$ cat config.mk
export PLATFORM = sky130hd
export DESIGN_NAME = qstf_top
export DESIGN_NICKNAME = d
export VERILOG_FILES = /design/src/qstf_pkg.sv /design/src/qstf_top.sv /design/src/qstf_chan.sv
export SDC_FILE = /design/constraint.sdc
export NUM_CORES = 1
export LEC_CHECK = 0
export BUFFER_PORTS_ARGS = -buffer_cell sky130_fd_sc_hd__buf_2
export CORE_MARGIN = 4
export CORE_UTILIZATION = 25
export DETAILED_ROUTE_END_ITERATION = 7
export MAX_ROUTING_LAYER = met4
export PLACE_DENSITY = 0.42
export SKIP_CTS_REPAIR_TIMING = 1
export SKIP_LAST_GASP = 1
export SLEW_MARGIN = 5
export SYNTH_ARGS = -nofsm -noshare
export SYNTH_HDL_FRONTEND = slang
export SYNTH_HIERARCHICAL = 1
export SYNTH_SLANG_ARGS = --single-unit
$ cat constraint.sdc
create_clock -name mclk -period 1.2 [get_ports mclk]
set_input_delay 0.12 -clock mclk [delete_from_list [all_inputs] [get_ports mclk]]
set_output_delay 0.12 -clock mclk [all_outputs]
set_load 0.005 [all_outputs]
$ cat src/qstf_pkg.sv
package qstf_pkg;
	// ------------------------------------------------------------
	// Geometry
	// ------------------------------------------------------------
	localparam int unsigned NUM_CHAN = 4;
	localparam int unsigned CHAN_W = 2;
	localparam int unsigned WORD_W = 16;
	localparam int unsigned USED_BITS = 13;

	// ------------------------------------------------------------
	// Condition bit positions
	// ------------------------------------------------------------
	localparam int unsigned BIT_OVERVOLTAGE_TRIP = 0;
	localparam int unsigned BIT_OVERCURRENT_TRIP = 1;
	localparam int unsigned BIT_POWER_FAIL_SHUTDOWN = 2;
	localparam int unsigned BIT_POSITIVE_POWER_LIMITED = 3;
	localparam int unsigned BIT_OVERTEMPERATURE_TRIP = 4;
	localparam int unsigned BIT_NEGATIVE_POWER_LIMITED = 5;
	localparam int unsigned BIT_NEGATIVE_OVERVOLTAGE_TRIP = 6;
	localparam int unsigned BIT_POSITIVE_VI_LIMIT = 7;
	localparam int unsigned BIT_NEGATIVE_VI_LIMIT = 8;
	localparam int unsigned BIT_EXTERNAL_INHIBIT = 9;
	localparam int unsigned BIT_UNREGULATED_OUTPUT = 10;
	localparam int unsigned BIT_COUPLED_PROTECTION_OFF = 11;
	localparam int unsigned BIT_OSCILLATION_TRIP = 12;

	// ------------------------------------------------------------
	// Reset and preset values
	// ------------------------------------------------------------
	localparam logic [15:0] USED_MASK = 16'h1fff;
	localparam logic [15:0] RISING_MASK_PRESET = 16'h1fff;
	localparam logic [15:0] FALLING_MASK_PRESET = 16'h0000;
	localparam logic [15:0] COND_RESET = 16'h0000;
	localparam logic [15:0] EVENT_RESET = 16'h0000;

	// ------------------------------------------------------------
	// Command port register selects
	// ------------------------------------------------------------
	localparam logic [1:0] SEL_RISING_MASK = 2'h0;
	localparam logic [1:0] SEL_FALLING_MASK = 2'h1;
	localparam logic [1:0] SEL_EVENT = 2'h2;
	localparam logic [1:0] SEL_CONDITION = 2'h3;
endpackage : qstf_pkg

$ cat src/qstf_top.sv
// Contract
// - Rising mask bit one: a 0-to-1 condition change sets the event bit.
// - Both mask bits one: any condition change sets the event bit.
// - Both mask bits zero: no condition change sets the event bit.
// - Preset loads rising mask with all implemented bits, value 8191.
// - Mask reads return set bits, bits 13 to 15 read zero.
// - Mask filters between condition and event, one copy per channel.
// - Bits 0,1,2: over-voltage, over-current, power-fail shutdown.
// - Bit 3 positive power limit, bit 5 negative power limit.
// - Bit 4 over-temperature, bit 6 negative over-voltage, bit 12 oscillation.
// - Bit 7 positive V/I limit, bit 8 negative V/I limit.
// - Bit 9 external inhibit, bit 10 unregulated, bit 11 coupled protection.
// - Falling mask bit one: a 1-to-0 condition change sets the event bit.
// - Preset clears falling mask to zero.
module qstf_top (
	input wire logic mclk,
	input wire logic rst_b,
	input wire logic [3:0] overvoltage_trip,
	input wire logic [3:0] overcurrent_trip,
	input wire logic [3:0] power_fail_shutdown,
	input wire logic [3:0] positive_power_limited,
	input wire logic [3:0] overtemperature_trip,
	input wire logic [3:0] negative_power_limited,
	input wire logic [3:0] negative_overvoltage_trip,
	input wire logic [3:0] positive_vi_limit,
	input wire logic [3:0] negative_vi_limit,
	input wire logic [3:0] external_inhibit,
	input wire logic [3:0] unregulated_output,
	input wire logic [3:0] coupled_protection_off,
	input wire logic [3:0] oscillation_trip,
	input wire logic cmd_wr,
	input wire logic cmd_rd,
	input wire logic cmd_preset,
	input wire logic [1:0] cmd_sel,
	input wire logic [1:0] cmd_chan,
	input wire logic [15:0] cmd_wdata,
	output logic [15:0] cmd_rdata,
	output logic cmd_rvalid
);
	logic [15:0] raw_cond [0:3];
	logic [15:0] cond_s1_ff [0:3];
	logic [15:0] cond_s2_ff [0:3];
	logic [15:0] cond_s3_ff [0:3];
	logic [15:0] cond_stable_ff [0:3];
	logic [15:0] rising_mask_ff [0:3];
	logic [15:0] falling_mask_ff [0:3];
	logic [15:0] event_word [0:3];
	logic [15:0] cond_q [0:3];
	logic [3:0] event_clear;
	logic [15:0] rdata_ff;
	logic rvalid_ff;
	logic [15:0] nxt_rdata;
	logic [3:0] wr_rising;
	logic [3:0] wr_falling;

	// ------------------------------------------------------------
	// Helpers
	// ------------------------------------------------------------
	// Register select compare, shared by the write and clear decode
	function automatic logic sel_is(input logic [1:0] sel, input logic [1:0] want);
		return sel == want;
	endfunction : sel_is

	// Bits 13 to 15 are never stored and never returned
	function automatic logic [15:0] keep_used(input logic [15:0] value);
		return value & qstf_pkg::USED_MASK;
	endfunction : keep_used

	// ------------------------------------------------------------
	// Condition word assembly
	// ------------------------------------------------------------
	always_comb begin
		for (int c = 0; c < 4; c++) begin
			raw_cond[c] = 16'h0000;
			raw_cond[c][qstf_pkg::BIT_OVERVOLTAGE_TRIP] = overvoltage_trip[c];
			raw_cond[c][qstf_pkg::BIT_OVERCURRENT_TRIP] = overcurrent_trip[c];
			raw_cond[c][qstf_pkg::BIT_POWER_FAIL_SHUTDOWN] = power_fail_shutdown[c];
			raw_cond[c][qstf_pkg::BIT_POSITIVE_POWER_LIMITED] = positive_power_limited[c];
			raw_cond[c][qstf_pkg::BIT_OVERTEMPERATURE_TRIP] = overtemperature_trip[c];
			raw_cond[c][qstf_pkg::BIT_NEGATIVE_POWER_LIMITED] = negative_power_limited[c];
			raw_cond[c][qstf_pkg::BIT_NEGATIVE_OVERVOLTAGE_TRIP] = negative_overvoltage_trip[c];
			raw_cond[c][qstf_pkg::BIT_POSITIVE_VI_LIMIT] = positive_vi_limit[c];
			raw_cond[c][qstf_pkg::BIT_NEGATIVE_VI_LIMIT] = negative_vi_limit[c];
			raw_cond[c][qstf_pkg::BIT_EXTERNAL_INHIBIT] = external_inhibit[c];
			raw_cond[c][qstf_pkg::BIT_UNREGULATED_OUTPUT] = unregulated_output[c];
			raw_cond[c][qstf_pkg::BIT_COUPLED_PROTECTION_OFF] = coupled_protection_off[c];
			raw_cond[c][qstf_pkg::BIT_OSCILLATION_TRIP] = oscillation_trip[c];
		end
	end

	// ------------------------------------------------------------
	// Status pin synchronisers
	// ------------------------------------------------------------
	// Status pins are asynchronous; a bit moves only once stages two and three agree
	always_ff @(posedge mclk or negedge rst_b) begin
		if (!rst_b) begin
			for (int c = 0; c < 4; c++) begin
				cond_s1_ff[c] <= qstf_pkg::COND_RESET;
				cond_s2_ff[c] <= qstf_pkg::COND_RESET;
				cond_s3_ff[c] <= qstf_pkg::COND_RESET;
			end
		end else begin
			for (int c = 0; c < 4; c++) begin
				cond_s1_ff[c] <= raw_cond[c];
				cond_s2_ff[c] <= cond_s1_ff[c];
				cond_s3_ff[c] <= cond_s2_ff[c];
			end
		end
	end

	// A disagreeing pair holds the old value, so a one-cycle glitch never reaches the filter
	always_ff @(posedge mclk or negedge rst_b) begin
		if (!rst_b) begin
			for (int c = 0; c < 4; c++) begin
				cond_stable_ff[c] <= qstf_pkg::COND_RESET;
			end
		end else begin
			for (int c = 0; c < 4; c++) begin
				cond_stable_ff[c] <= (cond_s2_ff[c] & cond_s3_ff[c])
					| (cond_stable_ff[c] & (cond_s2_ff[c] | cond_s3_ff[c]));
			end
		end
	end

	// ------------------------------------------------------------
	// Mask registers
	// ------------------------------------------------------------
	// Preset outranks a write issued in the same cycle
	always_ff @(posedge mclk or negedge rst_b) begin
		if (!rst_b) begin
			for (int c = 0; c < 4; c++) begin
				rising_mask_ff[c] <= qstf_pkg::RISING_MASK_PRESET;
			end
		end else if (cmd_preset) begin
			for (int c = 0; c < 4; c++) begin
				rising_mask_ff[c] <= qstf_pkg::RISING_MASK_PRESET;
			end
		end else begin
			for (int c = 0; c < 4; c++) begin
				if (wr_rising[c]) begin
					rising_mask_ff[c] <= keep_used(cmd_wdata);
				end
			end
		end
	end

	// Unused positions are dropped on write so they can never read back
	always_ff @(posedge mclk or negedge rst_b) begin
		if (!rst_b) begin
			for (int c = 0; c < 4; c++) begin
				falling_mask_ff[c] <= qstf_pkg::FALLING_MASK_PRESET;
			end
		end else if (cmd_preset) begin
			for (int c = 0; c < 4; c++) begin
				falling_mask_ff[c] <= qstf_pkg::FALLING_MASK_PRESET;
			end
		end else begin
			for (int c = 0; c < 4; c++) begin
				if (wr_falling[c]) begin
					falling_mask_ff[c] <= keep_used(cmd_wdata);
				end
			end
		end
	end

	// ------------------------------------------------------------
	// Per-channel filters
	// ------------------------------------------------------------
	always_comb begin
		for (int c = 0; c < 4; c++) begin
			wr_rising[c] = cmd_wr && sel_is(cmd_sel, qstf_pkg::SEL_RISING_MASK) && (cmd_chan == c[1:0]);
			wr_falling[c] = cmd_wr && sel_is(cmd_sel, qstf_pkg::SEL_FALLING_MASK) && (cmd_chan == c[1:0]);
			// Writes to the event and condition selects decode to nothing and are ignored
			event_clear[c] = cmd_rd && sel_is(cmd_sel, qstf_pkg::SEL_EVENT) && (cmd_chan == c[1:0]);
		end
	end

	for (genvar g = 0; g < 4; g++) begin : g_chan
		qstf_chan u_chan (
			.mclk(mclk),
			.rst_b(rst_b),
			.cond_word(cond_stable_ff[g]),
			.rising_mask(rising_mask_ff[g]),
			.falling_mask(falling_mask_ff[g]),
			.event_clear(event_clear[g]),
			.event_word(event_word[g]),
			.cond_q(cond_q[g])
		);
	end

	// ------------------------------------------------------------
	// Read path
	// ------------------------------------------------------------
	always_comb begin
		case (cmd_sel)
			qstf_pkg::SEL_RISING_MASK: nxt_rdata = keep_used(rising_mask_ff[cmd_chan]);
			qstf_pkg::SEL_FALLING_MASK: nxt_rdata = keep_used(falling_mask_ff[cmd_chan]);
			qstf_pkg::SEL_EVENT: nxt_rdata = event_word[cmd_chan];
			qstf_pkg::SEL_CONDITION: nxt_rdata = cond_q[cmd_chan];
			default: nxt_rdata = 16'h0000;
		endcase
	end

	always_ff @(posedge mclk or negedge rst_b) begin
		if (!rst_b) begin
			rvalid_ff <= 1'b0;
		end else begin
			rvalid_ff <= cmd_rd;
		end
	end

	// Read data holds between reads so a slow host may take it late
	always_ff @(posedge mclk or negedge rst_b) begin
		if (!rst_b) begin
			rdata_ff <= 16'h0000;
		end else if (cmd_rd) begin
			rdata_ff <= nxt_rdata;
		end
	end

	assign cmd_rdata = rdata_ff;
	assign cmd_rvalid = rvalid_ff;
endmodule : qstf_top

$ cat src/qstf_chan.sv
module qstf_chan (
	input wire logic mclk,
	input wire logic rst_b,
	input wire logic [15:0] cond_word,
	input wire logic [15:0] rising_mask,
	input wire logic [15:0] falling_mask,
	input wire logic event_clear,
	output logic [15:0] event_word,
	output logic [15:0] cond_q
);
	logic [15:0] cond_prev_ff;
	logic [15:0] event_ff;
	logic [15:0] nxt_event;
	logic [15:0] hits;

	// ------------------------------------------------------------
	// Transition filter
	// ------------------------------------------------------------
	always_ff @(posedge mclk or negedge rst_b) begin
		if (!rst_b) begin
			cond_prev_ff <= qstf_pkg::COND_RESET;
		end else begin
			cond_prev_ff <= cond_word;
		end
	end

	always_comb begin
		hits = ((~cond_prev_ff & cond_word & rising_mask)
			| (cond_prev_ff & ~cond_word & falling_mask))
			& qstf_pkg::USED_MASK;
		// New hits win over a clear in the same cycle
		nxt_event = (event_clear ? qstf_pkg::EVENT_RESET : event_ff) | hits;
	end

	always_ff @(posedge mclk or negedge rst_b) begin
		if (!rst_b) begin
			event_ff <= qstf_pkg::EVENT_RESET;
		end else begin
			event_ff <= nxt_event;
		end
	end

	assign event_word = event_ff;
	assign cond_q = cond_prev_ff;
endmodule : qstf_chan

==> metrics.cfg <==
[status]
status = finished with violations
failed_checks = setup timing

[power_and_ir_drop]
power.share.combinational_pct = 8.8
power_density_nw_per_um2 = 1532
leakage_nw = 10.23
seqPwrFrac_pct = 46.8
intPower_mw = 27.22
p_switching_mw = 8.457
sw_frac_of_total_pct = 23.70
total_power_mw = 35.68
clock_power_share_pct = 44.4
irDropWorstVdd_mv = 0.9547

[setup_path]
r2r-start = g_chan[0].u_chan/cond_q[0]$_DFF_PN0_
reg2reg_slack_ps = -190
r2r-end = cmd_rdata[0]$_DFFE_PN0P_
end_kind = register
cp_cell_sequence = mux4_2 > nand2b_4 > a21oi_4 > o32ai_1
crit_type = reg2reg
cpPeakStageDelay_ps = 480
worst_ep_arrival_time_ps = 1830
cp_slowest_cell = mux4_2
worstRegToRegCells = 4
worstSetupStartpointType = register
worstPathRequired_ps = 1650
critPathMaxFanout = 4

[floorplan]
die_area_sq_um = 74260
rows = 96
dieWidth_um = 272.5
core_area_sq_um = 68950
die_h_um = 272.5
pin_count = 94
initial_utilization_pct = 25.37

[drt]
firstDrtPassIters = 5
ant_nets = 0
drt_iter0_drc = 543
vias = 11576
wirelength_um = 48940
via_per_inst = 4.311
drc = 0
post_drt_wl_per_cell_um = 18.23

[global_route]
grt.total_usage_pct = 13.65
overflow = 0
first_global_vias = 12295
antenna_found_initial = 1
grt_pass1_wl_um = 75960
grt_max_degree = 77

[cts]
htreeDepth = 2
clkLatencyLatePin_ps = 590
clk_pin_slew_worst_paths_ps = 60
clockBufferDepth = 3
cts_tree = built
cts-buffers-inserted = 49
cts_sinks = 445
cts-root-buf = clkbuf_16

[synth]
synth_compound_area_share_pct = 6.931
ys_ff_latch = 445
synth_fa_ha_area_share_pct = 2.976
synth_ff_type = dfrtp_1
async_flop_share_pct = 100.0
synth.avg_cell_area_sq_um = 12.94
synth_top_family_by_area = simple AND/OR/NAND/NOR gates
synthXorXnorAreaFrac_pct = 0
synth_area_sq_um = 17490
yosysWarnings = 6
synth-edff-count = 0
ys_types = 50
yosysSeqAreaShare_pct = 64.03
muxShareOfSynthArea_pct = 8.877
yosys.area_share.simple_pct = 13.66
netlist_instances = 1352

[run]
maxCapViolations = 0

[sta]
rsz0062_at_grt = yes
setup_viol = 24
layout_setup_ws_ps = -185.5
fin_crit_ps = 1385
skew_ps = 23.27
slew_viol_final = 0
hold_slack_ps = 46.71
tns_ps = -2047
fmax_mhz = 721.8
finalHoldViolCount = 0
fin_crit_sh_pct = 115.5

[worst_hold_path]
hold_start = cmd_rd
hold_depth = 2
hold_path_class = in2reg
hold_end = cmd_rvalid$_DFF_PN0_

[layout]
design_area_sq_um = 23290
final_core_utilization_pct = 33.78
drive_above_1_share_pct = 29.39
final_net_count = 1791
area_growth_pct = 33.13
fin_cells = 2685

[placed_design]
place_inst = 2518
dp_hpwl_um = 34330
gp_congestion = 0.8048
pre_cts_ws_ps = -569.9
dpl_cell_area_sq_um = 20760
io_buffers = 90

## flip-flops by register name (all words and copies together) (netlist names)
name and cells:
g_chan.u_chan/cond_q 64, cond_s1_ff 52, cond_s2_ff 52, cond_s3_ff 52, cond_stable_ff 52, falling_mask_ff 52, g_chan.u_chan/event_word 52, rising_mask_ff 52
cmd_rdata 16, cmd_rvalid 1
## synth_stat cells, drive strengths merged, types with 33 or more instances
library cell  count  area share (%)
nand2           218             4.7
a21oi            40             1.1
clkbuf           33            0.71
o211ai           65             3.0
buf              56             2.5
nand2b           60             2.3
o21ai            38             1.1
maj3             52             3.0
dfstp            52             7.8
nand3b          105             4.5
dfrtp           393              56
mux2i            88             5.0
## worst max path at each step
stage | start | to | slack, ps | cells after the start
after floorplan | falling_mask_ff[17]$_DFFE_PN0P_ | cmd_rdata[1]$_DFFE_PN0P_ | -90 | 4
after global placement | cmd_chan[1] | cmd_rdata[7]$_DFFE_PN0P_ | -570 | 5
after detailed placement | cmd_chan[1] | cmd_rdata[4]$_DFFE_PN0P_ | -570 | 5
after CTS | falling_mask_ff[53]$_DFFE_PN0P_ | cmd_rdata[5]$_DFFE_PN0P_ | -230 | 4
after global routing | falling_mask_ff[53]$_DFFE_PN0P_ | cmd_rdata[5]$_DFFE_PN0P_ | -260 | 4
final | g_chan[0].u_chan/cond_q[0]$_DFF_PN0_ | cmd_rdata[0]$_DFFE_PN0P_ | -190 | 4
## cells in the final DEF (no fill, tap or decap), types with 32 or more instances in the layout
| master | synthesis | layout |
|---|---|---|
| a21oi_1 | 40 | 39 |
| buf_12 | 3 | 40 |
| buf_2 | 22 | 86 |
| buf_4 | 20 | 184 |
| clkbuf_16 | 0 | 51 |
| dfrtp_1 | 393 | 391 |
| dfstp_2 | 52 | 52 |
| dlygate4sd3_1 | 0 | 67 |
| maj3_1 | 52 | 52 |
| mux2i_1 | 88 | 81 |
| nand2_1 | 218 | 217 |
| nand2b_1 | 56 | 55 |
| nand3b_1 | 105 | 105 |
| o211ai_1 | 57 | 57 |
| o21ai_0 | 35 | 32 |
## power by group through the flow
| stage | logic [mW] | clock network [mW] | registers (mW) |
|---|---|---|---|
| global placement | 2.91 | 0 | 16.9 |
| global route | 3.48 | 17.1 | 16.8 |
| CTS | 2.97 | 16.5 | 16.7 |
| finish | 3.15 | 15.8 | 16.7 |
| detailed placement | 2.95 | 0 | 17.0 |
| floorplan | 1.47 | 0 | 16.7 |
## cell type report
| cell class | instances | area [sq um] |
|---|---|---|
| fillers | 6920 | 45660 |
| flip-flops and latches | 445 | 11200 |
| multi-input cells | 827 | 5834 |
| repair buffers | 381 | 3332 |
| clock buffers | 70 | 1438 |
| well taps | 931 | 1165 |
| clock inverters | 19 | 272.8 |
| inverters | 10 | 37.54 |
| diodes | 2 | 5.005 |
## logic make-up after synthesis
group	after synthesis
compound gates	182
fa+ha+maj	52
buf+inv	99
flops	445
mux	119
other cells	5
simple gates	450
## worst max-delay path: cells and delay by family, from the launching register on
family | cells | cell delay (ps)
AO/OA/AOI/OAI | 2 | 190
multiplexers | 1 | 480
AND/OR/NAND/NOR | 1 | 160
flip-flops | 1 | 420
## layer usage
| layer | part of all wire [%] | up-vias | GRT usage [%] |
|---|---|---|---|
| met5 | 0 | - | - |
| met1 | 45 | 5869 | 17.89 |
| li1 | - | 5439 | - |
| met3 | 3.8 | 74 | 2.107 |
| met4 | 2.2 | 0 | 3.771 |
| met2 | 49 | 194 | 22.18 |
Power figures use the tool's default switching activity.
